--- config.mk ---
export PLATFORM = sky130hd
export DESIGN_NAME = ssg_gpio_port
export DESIGN_NICKNAME = d
export VERILOG_FILES = /design/src/rtl/ssg_pkg.sv /design/src/rtl/ssg_gpio_port.sv
export VERILOG_INCLUDE_DIRS = /design/src /design/src/rtl
export SDC_FILE = /design/constraint.sdc
export NUM_CORES = 2
export LEC_CHECK = 0
export ABC_AREA = 1
export ABC_CLOCK_PERIOD_IN_PS = 19380
export BUFFER_PORTS_ARGS = -buffer_cell sky130_fd_sc_hd__buf_2
export CORE_UTILIZATION = 44
export CTS_CLUSTER_DIAMETER = 120
export CTS_CLUSTER_SIZE = 12
export DETAILED_ROUTE_END_ITERATION = 16
export PLACE_DENSITY = 0.74
export SLEW_MARGIN = 5
export SYNTH_ARGS = -nofsm -noshare
export SYNTH_HDL_FRONTEND = slang
export SYNTH_SLANG_ARGS = --single-unit
--- constraint.sdc ---
create_clock -name clock -period 19.38 [get_ports clock]
set_input_delay 0 -clock clock [delete_from_list [all_inputs] [get_ports clock]]
set_output_delay 0 -clock clock [all_outputs]
set_load 0.02 [all_outputs]
--- src/rtl/ssg_cfg.svh ---
// address map, field positions and pin groups of the shared segment port
`ifndef SSG_CFG_SVH
`define SSG_CFG_SVH
// special-function registers
`define SSG_SFR_DATA_LOW 8'h80
`define SSG_SFR_DATA_MID 8'h90
`define SSG_SFR_DIR_MID 8'h91
`define SSG_SFR_DATA_HIGH 8'hA0
`define SSG_SFR_DIR_HIGH 8'hA1
`define SSG_SFR_DIR_LOW 8'hA2
`define SSG_SFR_DATA_TOP 8'hB0
// I/O RAM: function-select map, byte k holds segments 8k..8k+7
`define SSG_MAP_BASE 16'h2040
`define SSG_MAP_FIRST 4'h3
`define SSG_MAP_LAST 4'h8
// I/O RAM: segment control byte of segment n sits at base + n
`define SSG_SEG_BASE 16'h2100
`define SSG_SEG_FIRST 8'h18
`define SSG_SEG_LAST 8'h47
`define SSG_SEG_DIR_BIT 3
`define SSG_SEG_DATA_BIT 0
// I/O RAM: dedicated pins 56..58, one byte each
`define SSG_DED_DIR_BASE 16'h2200
`define SSG_DED_DATA_BASE 16'h2210
`define SSG_DED_DIR_BIT 7
`define SSG_DED_DATA_BIT 4
// I/O RAM: resource selectors, two per byte at [2:0] and [6:4]
`define SSG_RES_BASE 16'h2009
`define SSG_RES_BYTES 16'h0006
// pin groups
`define SSG_SEG_OFFSET 20
`define SSG_PIN_IMPL 59'h70F_BF00_6FFF_FFFF
`define SSG_PIN_DED_FIRST 56
`define SSG_PIN_PB 0
`define SSG_PIN_OPTICAL_RECEIVE 1
`define SSG_PIN_OPTICAL_TRANSMIT 2
`define SSG_RES_PINS 12
// resource selector codes
`define SSG_RES_T0 3'h2
`define SSG_RES_T1 3'h3
`define SSG_RES_HI_RISE 3'h4
`define SSG_RES_LO_RISE 3'h5
`define SSG_RES_HI_FALL 3'h6
`define SSG_RES_LO_FALL 3'h7
`endif

--- src/rtl/ssg_pkg.sv ---
// types of the shared segment port
package ssg_pkg;
  typedef logic [7:0] ssg_byte_t;
  typedef struct packed {
    logic wr;
    logic [7:0] addr;
    ssg_byte_t wrData;
  } ssg_sfr_req_t;
  typedef struct packed {
    logic wr;
    logic [15:0] addr;
    ssg_byte_t wrData;
  } ssg_ram_req_t;
endpackage : ssg_pkg

--- src/rtl/ssg_gpio_port.sv ---
// shared segment general-purpose I/O port
`timescale 1ns/1ps
`include "ssg_cfg.svh"
module ssg_gpio_port
  import ssg_pkg::*;
#(
  parameter int NPIN = 59
)(
  input wire logic clock,
  input wire logic rst,
  input wire ssg_sfr_req_t sfrReq,
  output ssg_byte_t sfrRdData,
  input wire ssg_ram_req_t ramReq,
  output ssg_byte_t ramRdData,
  input wire logic [NPIN-1:0] pinIn,
  output logic [NPIN-1:0] pinOut,
  output logic [NPIN-1:0] pinOe,
  input wire logic [NPIN-1:0] segDrive,
  input wire logic optTx,
  input wire logic optTxEnable,
  input wire logic optRxEnable,
  output logic optRx,
  output logic counter0Clock,
  output logic counter1Clock,
  output logic highPriorityInt,
  output logic lowPriorityInt
);
  if (NPIN != 59)
  begin : g_bad_npin
    $error("pin map is fixed at 59 pins");
  end

  // segment index of a shared pin into the control byte array
  function automatic logic [5:0] segIdx(input int p);
    segIdx = (p >= 4 && p <= 51) ? 6'(p - 4) : 6'h00;
  endfunction : segIdx

  localparam logic [NPIN-1:0] PIN_IMPL = NPIN'(`SSG_PIN_IMPL);

  // ==========================================================
  // configuration state
  logic [23:0] dir_q, dir_d;
  logic [30:0] data_q, data_d;
  logic [71:24] fnSel_q, fnSel_d;
  ssg_byte_t segByte_q [0:47];
  ssg_byte_t segByte_d [0:47];
  logic [2:0] dedDir_q, dedDir_d, dedData_q, dedData_d;
  logic [2:0] resSel_q [0:11];
  logic [2:0] resSel_d [0:11];
  logic [NPIN-1:0] pinIn_q;
  logic [15:0] ramOff;

  always_comb
  begin
    dir_d = dir_q;
    data_d = data_q;
    fnSel_d = fnSel_q;
    segByte_d = segByte_q;
    dedDir_d = dedDir_q;
    dedData_d = dedData_q;
    resSel_d = resSel_q;
    if (sfrReq.wr)
    begin
      // writes are kept whatever the pin mode
      if (sfrReq.addr == `SSG_SFR_DATA_LOW) data_d[7:0] = sfrReq.wrData;
      else if (sfrReq.addr == `SSG_SFR_DATA_MID) data_d[15:8] = sfrReq.wrData;
      else if (sfrReq.addr == `SSG_SFR_DATA_HIGH) data_d[23:16] = sfrReq.wrData;
      else if (sfrReq.addr == `SSG_SFR_DATA_TOP) data_d[30:24] = sfrReq.wrData[6:0];
      else if (sfrReq.addr == `SSG_SFR_DIR_LOW) dir_d[7:1] = sfrReq.wrData[7:1];
      else if (sfrReq.addr == `SSG_SFR_DIR_MID) dir_d[15:8] = sfrReq.wrData;
      else if (sfrReq.addr == `SSG_SFR_DIR_HIGH) dir_d[23:16] = sfrReq.wrData;
    end
    if (ramReq.wr)
    begin
      if (ramReq.addr >= `SSG_MAP_BASE + 16'(`SSG_MAP_FIRST)
          && ramReq.addr <= `SSG_MAP_BASE + 16'(`SSG_MAP_LAST))
        fnSel_d[int'(ramReq.addr - `SSG_MAP_BASE) * 8 +: 8] = ramReq.wrData;
      else if (ramReq.addr >= `SSG_SEG_BASE + 16'(`SSG_SEG_FIRST)
               && ramReq.addr <= `SSG_SEG_BASE + 16'(`SSG_SEG_LAST))
        segByte_d[6'(ramReq.addr - `SSG_SEG_BASE - `SSG_SEG_FIRST)] = ramReq.wrData;
      else if (ramReq.addr >= `SSG_DED_DIR_BASE && ramReq.addr < `SSG_DED_DIR_BASE + 16'h0003)
        dedDir_d[2'(ramReq.addr - `SSG_DED_DIR_BASE)] = ramReq.wrData[`SSG_DED_DIR_BIT];
      else if (ramReq.addr >= `SSG_DED_DATA_BASE && ramReq.addr < `SSG_DED_DATA_BASE + 16'h0003)
        dedData_d[2'(ramReq.addr - `SSG_DED_DATA_BASE)] = ramReq.wrData[`SSG_DED_DATA_BIT];
      else if (ramReq.addr >= `SSG_RES_BASE && ramReq.addr < `SSG_RES_BASE + `SSG_RES_BYTES)
      begin
        resSel_d[2 * int'(ramReq.addr - `SSG_RES_BASE)] = ramReq.wrData[2:0];
        resSel_d[2 * int'(ramReq.addr - `SSG_RES_BASE) + 1] = ramReq.wrData[6:4];
      end
    end
  end

  always_ff @(posedge clock or posedge rst)
  begin
    if (rst)
    begin
      dir_q <= '0;
      data_q <= '0;
      fnSel_q <= '0;
      dedDir_q <= '0;
      dedData_q <= '0;
      pinIn_q <= '0;
      for (int i = 0; i < 48; i++) segByte_q[i] <= 8'h00;
      for (int i = 0; i < 12; i++) resSel_q[i] <= 3'h0;
    end
    else
    begin
      dir_q <= dir_d;
      data_q <= data_d;
      fnSel_q <= fnSel_d;
      segByte_q <= segByte_d;
      dedDir_q <= dedDir_d;
      dedData_q <= dedData_d;
      resSel_q <= resSel_d;
      pinIn_q <= pinIn;
    end
  end

  // ==========================================================
  // pin mode, drive and read-back level
  logic [NPIN-1:0] segMode, isDio, dirEff, dataEff, ioOut, level;
  logic [NPIN-1:0] pinOut_d, pinOe_d;

  always_comb
  begin
    for (int p = 0; p < NPIN; p++)
    begin
      segMode[p] = 1'b0;
      dirEff[p] = 1'b0;
      dataEff[p] = 1'b0;
      if (p >= 4 && p <= 51) segMode[p] = fnSel_q[p + `SSG_SEG_OFFSET];
      if (p >= 1 && p < 24) dirEff[p] = dir_q[p];
      else if (p >= 24 && p <= 51) dirEff[p] = segByte_q[segIdx(p)][`SSG_SEG_DIR_BIT];
      else if (p >= `SSG_PIN_DED_FIRST) dirEff[p] = dedDir_q[p - `SSG_PIN_DED_FIRST];
      if (p <= 30) dataEff[p] = data_q[p];
      else if (p >= 40 && p <= 51) dataEff[p] = segByte_q[segIdx(p)][`SSG_SEG_DATA_BIT];
      else if (p >= `SSG_PIN_DED_FIRST) dataEff[p] = dedData_q[p - `SSG_PIN_DED_FIRST];
    end
    isDio = PIN_IMPL & ~segMode;
    isDio[`SSG_PIN_OPTICAL_TRANSMIT] = ~optTxEnable;
    isDio[`SSG_PIN_OPTICAL_RECEIVE] = ~optRxEnable;
    ioOut = isDio & dirEff;
    level = (ioOut & dataEff) | (~ioOut & pinIn_q);
    pinOe_d = (PIN_IMPL & segMode) | ioOut;
    pinOut_d = (PIN_IMPL & segMode & segDrive) | (ioOut & dataEff);
    if (optTxEnable)
    begin
      pinOe_d[`SSG_PIN_OPTICAL_TRANSMIT] = 1'b1;
      pinOut_d[`SSG_PIN_OPTICAL_TRANSMIT] = optTx;
    end
  end

  // ==========================================================
  // internal resource tracking
  logic [7:2] resLvl_d, resLvl_q;
  logic hiInt_d, loInt_d;

  always_comb
  begin
    resLvl_d = '0;
    for (int i = 0; i < `SSG_RES_PINS; i++)
      if (isDio[i] && resSel_q[i] >= `SSG_RES_T0)
        resLvl_d[resSel_q[i]] = resLvl_d[resSel_q[i]] | pinIn_q[i];
    hiInt_d = (resLvl_d[`SSG_RES_HI_RISE] & ~resLvl_q[`SSG_RES_HI_RISE])
            | (~resLvl_d[`SSG_RES_HI_FALL] & resLvl_q[`SSG_RES_HI_FALL]);
    loInt_d = (resLvl_d[`SSG_RES_LO_RISE] & ~resLvl_q[`SSG_RES_LO_RISE])
            | (~resLvl_d[`SSG_RES_LO_FALL] & resLvl_q[`SSG_RES_LO_FALL]);
  end

  // ==========================================================
  // registered outputs and read data
  ssg_byte_t sfrRd_d, ramRd_d;

  always_comb
  begin
    sfrRd_d = 8'h00;
    ramRd_d = 8'h00;
    ramOff = 16'h0000;
    if (sfrReq.addr == `SSG_SFR_DATA_LOW) sfrRd_d = level[7:0];
    else if (sfrReq.addr == `SSG_SFR_DATA_MID) sfrRd_d = level[15:8];
    else if (sfrReq.addr == `SSG_SFR_DATA_HIGH) sfrRd_d = level[23:16];
    else if (sfrReq.addr == `SSG_SFR_DATA_TOP) sfrRd_d = {1'b0, level[30:24]};
    else if (sfrReq.addr == `SSG_SFR_DIR_LOW) sfrRd_d = {dir_q[7:1], 1'b0};
    else if (sfrReq.addr == `SSG_SFR_DIR_MID) sfrRd_d = dir_q[15:8];
    else if (sfrReq.addr == `SSG_SFR_DIR_HIGH) sfrRd_d = dir_q[23:16];
    if (ramReq.addr >= `SSG_MAP_BASE + 16'(`SSG_MAP_FIRST)
        && ramReq.addr <= `SSG_MAP_BASE + 16'(`SSG_MAP_LAST))
      ramRd_d = fnSel_q[(int'(ramReq.addr - `SSG_MAP_BASE) * 8) +: 8];
    else if (ramReq.addr >= `SSG_SEG_BASE + 16'(`SSG_SEG_FIRST)
             && ramReq.addr <= `SSG_SEG_BASE + 16'(`SSG_SEG_LAST))
    begin
      ramOff = ramReq.addr - `SSG_SEG_BASE - 16'(`SSG_SEG_FIRST);
      ramRd_d = segByte_q[ramOff[5:0]];
      if (ramOff >= 16'h0024 && isDio[int'(ramOff) + 4])
        ramRd_d[`SSG_SEG_DATA_BIT] = level[int'(ramOff) + 4];
    end
    else if (ramReq.addr >= `SSG_DED_DIR_BASE && ramReq.addr < `SSG_DED_DIR_BASE + 16'h0003)
      ramRd_d[`SSG_DED_DIR_BIT] = dedDir_q[2'(ramReq.addr - `SSG_DED_DIR_BASE)];
    else if (ramReq.addr >= `SSG_DED_DATA_BASE && ramReq.addr < `SSG_DED_DATA_BASE + 16'h0003)
      ramRd_d[`SSG_DED_DATA_BIT] =
        level[`SSG_PIN_DED_FIRST + int'(ramReq.addr - `SSG_DED_DATA_BASE)];
    else if (ramReq.addr >= `SSG_RES_BASE && ramReq.addr < `SSG_RES_BASE + `SSG_RES_BYTES)
      ramRd_d = {1'b0, resSel_q[2 * int'(ramReq.addr - `SSG_RES_BASE) + 1],
                 1'b0, resSel_q[2 * int'(ramReq.addr - `SSG_RES_BASE)]};
  end

  always_ff @(posedge clock or posedge rst)
  begin
    if (rst)
    begin
      pinOut <= '0;
      pinOe <= '0;
      sfrRdData <= 8'h00;
      ramRdData <= 8'h00;
      optRx <= 1'b0;
      resLvl_q <= '0;
      counter0Clock <= 1'b0;
      counter1Clock <= 1'b0;
      highPriorityInt <= 1'b0;
      lowPriorityInt <= 1'b0;
    end
    else
    begin
      pinOut <= pinOut_d;
      pinOe <= pinOe_d;
      sfrRdData <= sfrRd_d;
      ramRdData <= ramRd_d;
      optRx <= optRxEnable & pinIn_q[`SSG_PIN_OPTICAL_RECEIVE];
      resLvl_q <= resLvl_d;
      counter0Clock <= resLvl_d[`SSG_RES_T0];
      counter1Clock <= resLvl_d[`SSG_RES_T1];
      highPriorityInt <= hiInt_d;
      lowPriorityInt <= loInt_d;
    end
  end
endmodule : ssg_gpio_port

==> impl_metrics.env <==
export IMPL_status="completed"
export IMPL_timing_final_hold_violations=0
export IMPL_critPathTopFamily="simple AND/OR/NAND/NOR gates"
export IMPL_finalSetupViolCount=0
export IMPL_cp_required_ns=19.88
export IMPL_synth_edf_count=0
export IMPL_synthFlopType="dfrtp_1"
export IMPL_wl_met1_um=46200
export IMPL_synth_compound_area_share_pct=17.8
export IMPL_area_growth_pct=15.4
export IMPL_wl_met3_um=11100
export IMPL_fmax_mhz=166
export IMPL_io_pins=304
export IMPL_fillers=7123
export IMPL_finalSetupTns_ns=0
export IMPL_synth_cell_area_um2=33900
export IMPL_multi_input_area_um2=14200
export IMPL_hold_buffers=131
export IMPL_seqCellArea_um2=17400
export IMPL_drc=0
export IMPL_startpoint="pinIn_q[0]$_DFF_PP0_"
export IMPL_finClkSkew_ns=0.0272
export IMPL_syn_avg_cell_area_um2=8.11
export IMPL_dieArea_um2=78100
export IMPL_cts_clk_slew_worst_paths_ns=0.07
export IMPL_p_per_area_nw_per_um2=77.8
export IMPL_power_leakage_nw=18.4
export IMPL_place_gp_congestion=0.983
export IMPL_path_class="flop to flop"
export IMPL_post_cts_buffers=0
export IMPL_ys_seq_area_share_pct=51.4
export IMPL_wl_met2_um=56400
export IMPL_htree_levels=3
export IMPL_ys_seq_elements=696
export IMPL_synth_top_cell_by_area="dfrtp_1"
export IMPL_grt_pass1_wl_um=183000
export IMPL_final_nets=4665
export IMPL_synth_area_leaders="dfrtp_1 51%, nand2_1 12%, o21ai_0 9.9%"
export IMPL_synth_cells=4174
export IMPL_crit_path_max_fanout=6
export IMPL_min_from="pinIn[23]"
export IMPL_antenna_found_initial=4
export IMPL_period_share_pct=31.2
export IMPL_cpMostUsedCell="nand3_1"
export IMPL_dpl_cell_count=5308
export IMPL_worst_pin_slew_ns=1.33
export IMPL_fp_dieW_um=279
export IMPL_grt_use_total_pct=30.9
export IMPL_post_route_util_pct=51.4
export IMPL_slew_viol_final=0
export IMPL_cts_resized_gates=0
export IMPL_setup_worst_path_start_class="flop"
export IMPL_maxCapViolations=0
export IMPL_hpwl_um=83200
export IMPL_muxShareOfSynthArea_pct=0.325
export IMPL_vias=32198
export IMPL_r2r_start="pinIn_q[0]$_DFF_PP0_"
export IMPL_rsz0062_at_grt="no"
export IMPL_postRouteAntennaNets=0
export IMPL_cp_num_buf_inv=1
export IMPL_preCtsSetupSlack_ns=13.44
export IMPL_fin_ws_ns=13.34
export IMPL_yosys_cell_types_count=53
export IMPL_port_buffers=249
export IMPL_ir_drop_mv=0.0595
export IMPL_overflow=0
export IMPL_wirelength_um=122000
export IMPL_yosysTopAreaCellShare_pct=51.4
export IMPL_start_util_pct=44.5
export IMPL_drive_above_1_share_pct=9.32
export IMPL_min_period_ns=6.04
export IMPL_hp_class="primary input to flop"
export IMPL_vias_per_cell=5.84
export IMPL_synthXorXnorAreaFrac_pct=0.517
export IMPL_core_um2=76100
export IMPL_fp_dieH_um=279
export IMPL_top_layer_used="met5"
export IMPL_wire_per_inst_um=22.1
export IMPL_drt_iter0_markers=3486
export IMPL_rows=101
export IMPL_cts_sinks=696
export IMPL_clockRootBuffer="clkbuf_16"
export IMPL_final_cells=5515
export IMPL_synth_async_reset_ratio_pct=100
export IMPL_synthSimpleGateAreaFrac_pct=22.1
export IMPL_max_stage_delay_ns=0.53
export IMPL_drt_pass1_iterations=6
export IMPL_crit_slowest_cell="dfrtp_1"
export IMPL_synthAdderAreaFrac_pct=0.813
export IMPL_relSlewSlack_pct=8.71
export IMPL_clockBufferDepth=3
export IMPL_cts_made_buffers=67
export IMPL_yosysWarnings=0
export IMPL_clkLatencyLatePin_ns=0.63
export IMPL_cp_end_kind="flop"
export IMPL_grt_start_max_net_pins=187
export IMPL_cts_tree="yes"
export IMPL_worstPathArrival_ns=6.55
export IMPL_grt_pass1_vias=30561
export IMPL_synth_top_family_by_area="simple AND/OR/NAND/NOR gates"
state kept, by name, summed over array words and instances, names as in the netlist, 12 cells and up:
name and flops:
dir_q 23, segByte_q 344, pinOut 43, resSel_q 36
pinIn_q 59, dataEff 12, dirEff 28, pinOe 43
data_q 29, fnSel_q 48
power breakdown:
part	internal, W	leakage (nW)	switching (W)
clock	0.000621	0.877	0.000563
combinational	0.0000927	8.07	0.000230
sequential	0.00150	9.42	0.0000306
layout make-up:
type / instances / area share [%]
antenna: 2 / 0.0128
clock buffer: 67 / 4.29
clock inverter: 7 / 0.298
inverter: 377 / 3.63
multi-input combinational: 2914 / 36.5
sequential: 696 / 44.6
tap: 1030 / 3.30
timing repair buffer: 422 / 7.42
layer usage:
metal  vias to the layer above  global-route usage, %
li1                      14502                      -
met1                     15477                   38.4
met2                      1778                   50.0
met3                       439                   5.80
met4                         2                   18.5
met5                         -                      0
synthesized netlist by cell type (20+ instances only):
master / instances
inv_1: 360
a221oi_1: 43
o21ai_0: 671
a21oi_1: 104
o2111ai_1: 26
buf_4: 32
nand2_1: 1120
nor2_1: 249
ha_1: 22
nand3b_1: 21
dfrtp_1: 696
nand4_1: 37
o22ai_1: 36
clkbuf_1: 184
a22oi_1: 27
o31ai_1: 20
nor3_1: 107
nand3_1: 189
o211ai_1: 25
a22o_1: 20
layout by cell type (no fill, tap or decap), types with 5 or more instances in the layout:
master         count
a21oi_1          104
a22oi_1           27
ha_1              22
nor2_4            25
mux2i_1           11
o21ai_0          671
a22o_1            20
o31ai_1           20
conb_1            32
a211oi_1           5
nand3_1          189
a31oi_1           14
nand4_1           37
xor2_1            17
o211ai_1          25
o221ai_1           6
inv_1            359
nand2_1         1120
o41ai_1           10
buf_2            248
or2_2              8
clkinv_1          12
nor3_1           107
dfrtp_1          696
o22ai_1           36
nand2_2            7
a221oi_1          43
nand3b_1          21
a21o_1             6
a2111oi_0         11
nor4_1             9
dlygate4sd3_1    131
nor2_1           243
clkbuf_16         67
o2111ai_1         26
buf_4             41
o311ai_0           6
final timing paths:
path                                             end  slack (ns)  cells after the start
max                            resLvl_q[3]$_DFF_PP0_       13.34                     48
min                            pinIn_q[23]$_DFF_PP0_        0.01                      2
max reg2reg                    resLvl_q[3]$_DFF_PP0_       13.34                     48
min reg2reg                      pinOe[56]$_DFF_PP0_        0.43                      0
max in group asynchronous     ramRdData[5]$_DFF_PP0_       16.12                      6
min in group asynchronous  segByte_q[84]$_DFFE_PP0P_        0.21                      3
metrics by stage:
stage                     power, W  instance area, µm²  hold slack, ns
final                      0.00304               39100          0.0120
after detailed placement   0.00185               36000           0.109
after CTS                  0.00304               39100       0.0000854
after global placement     0.00185               36000           0.109
after floorplan            0.00173               34000          0.0314
after global routing       0.00313               39100          0.0232
logic make-up after synthesis:
kind of cell,after synthesis
adders and majority gates,22
DFF,696
AOI/OAI and AO/OA,1049
xor gates and xnor gates,20
other,1
muxes,11
buffers and inverters,595
and+or+nand+nor,1780
(Power assumes the default switching activity.)
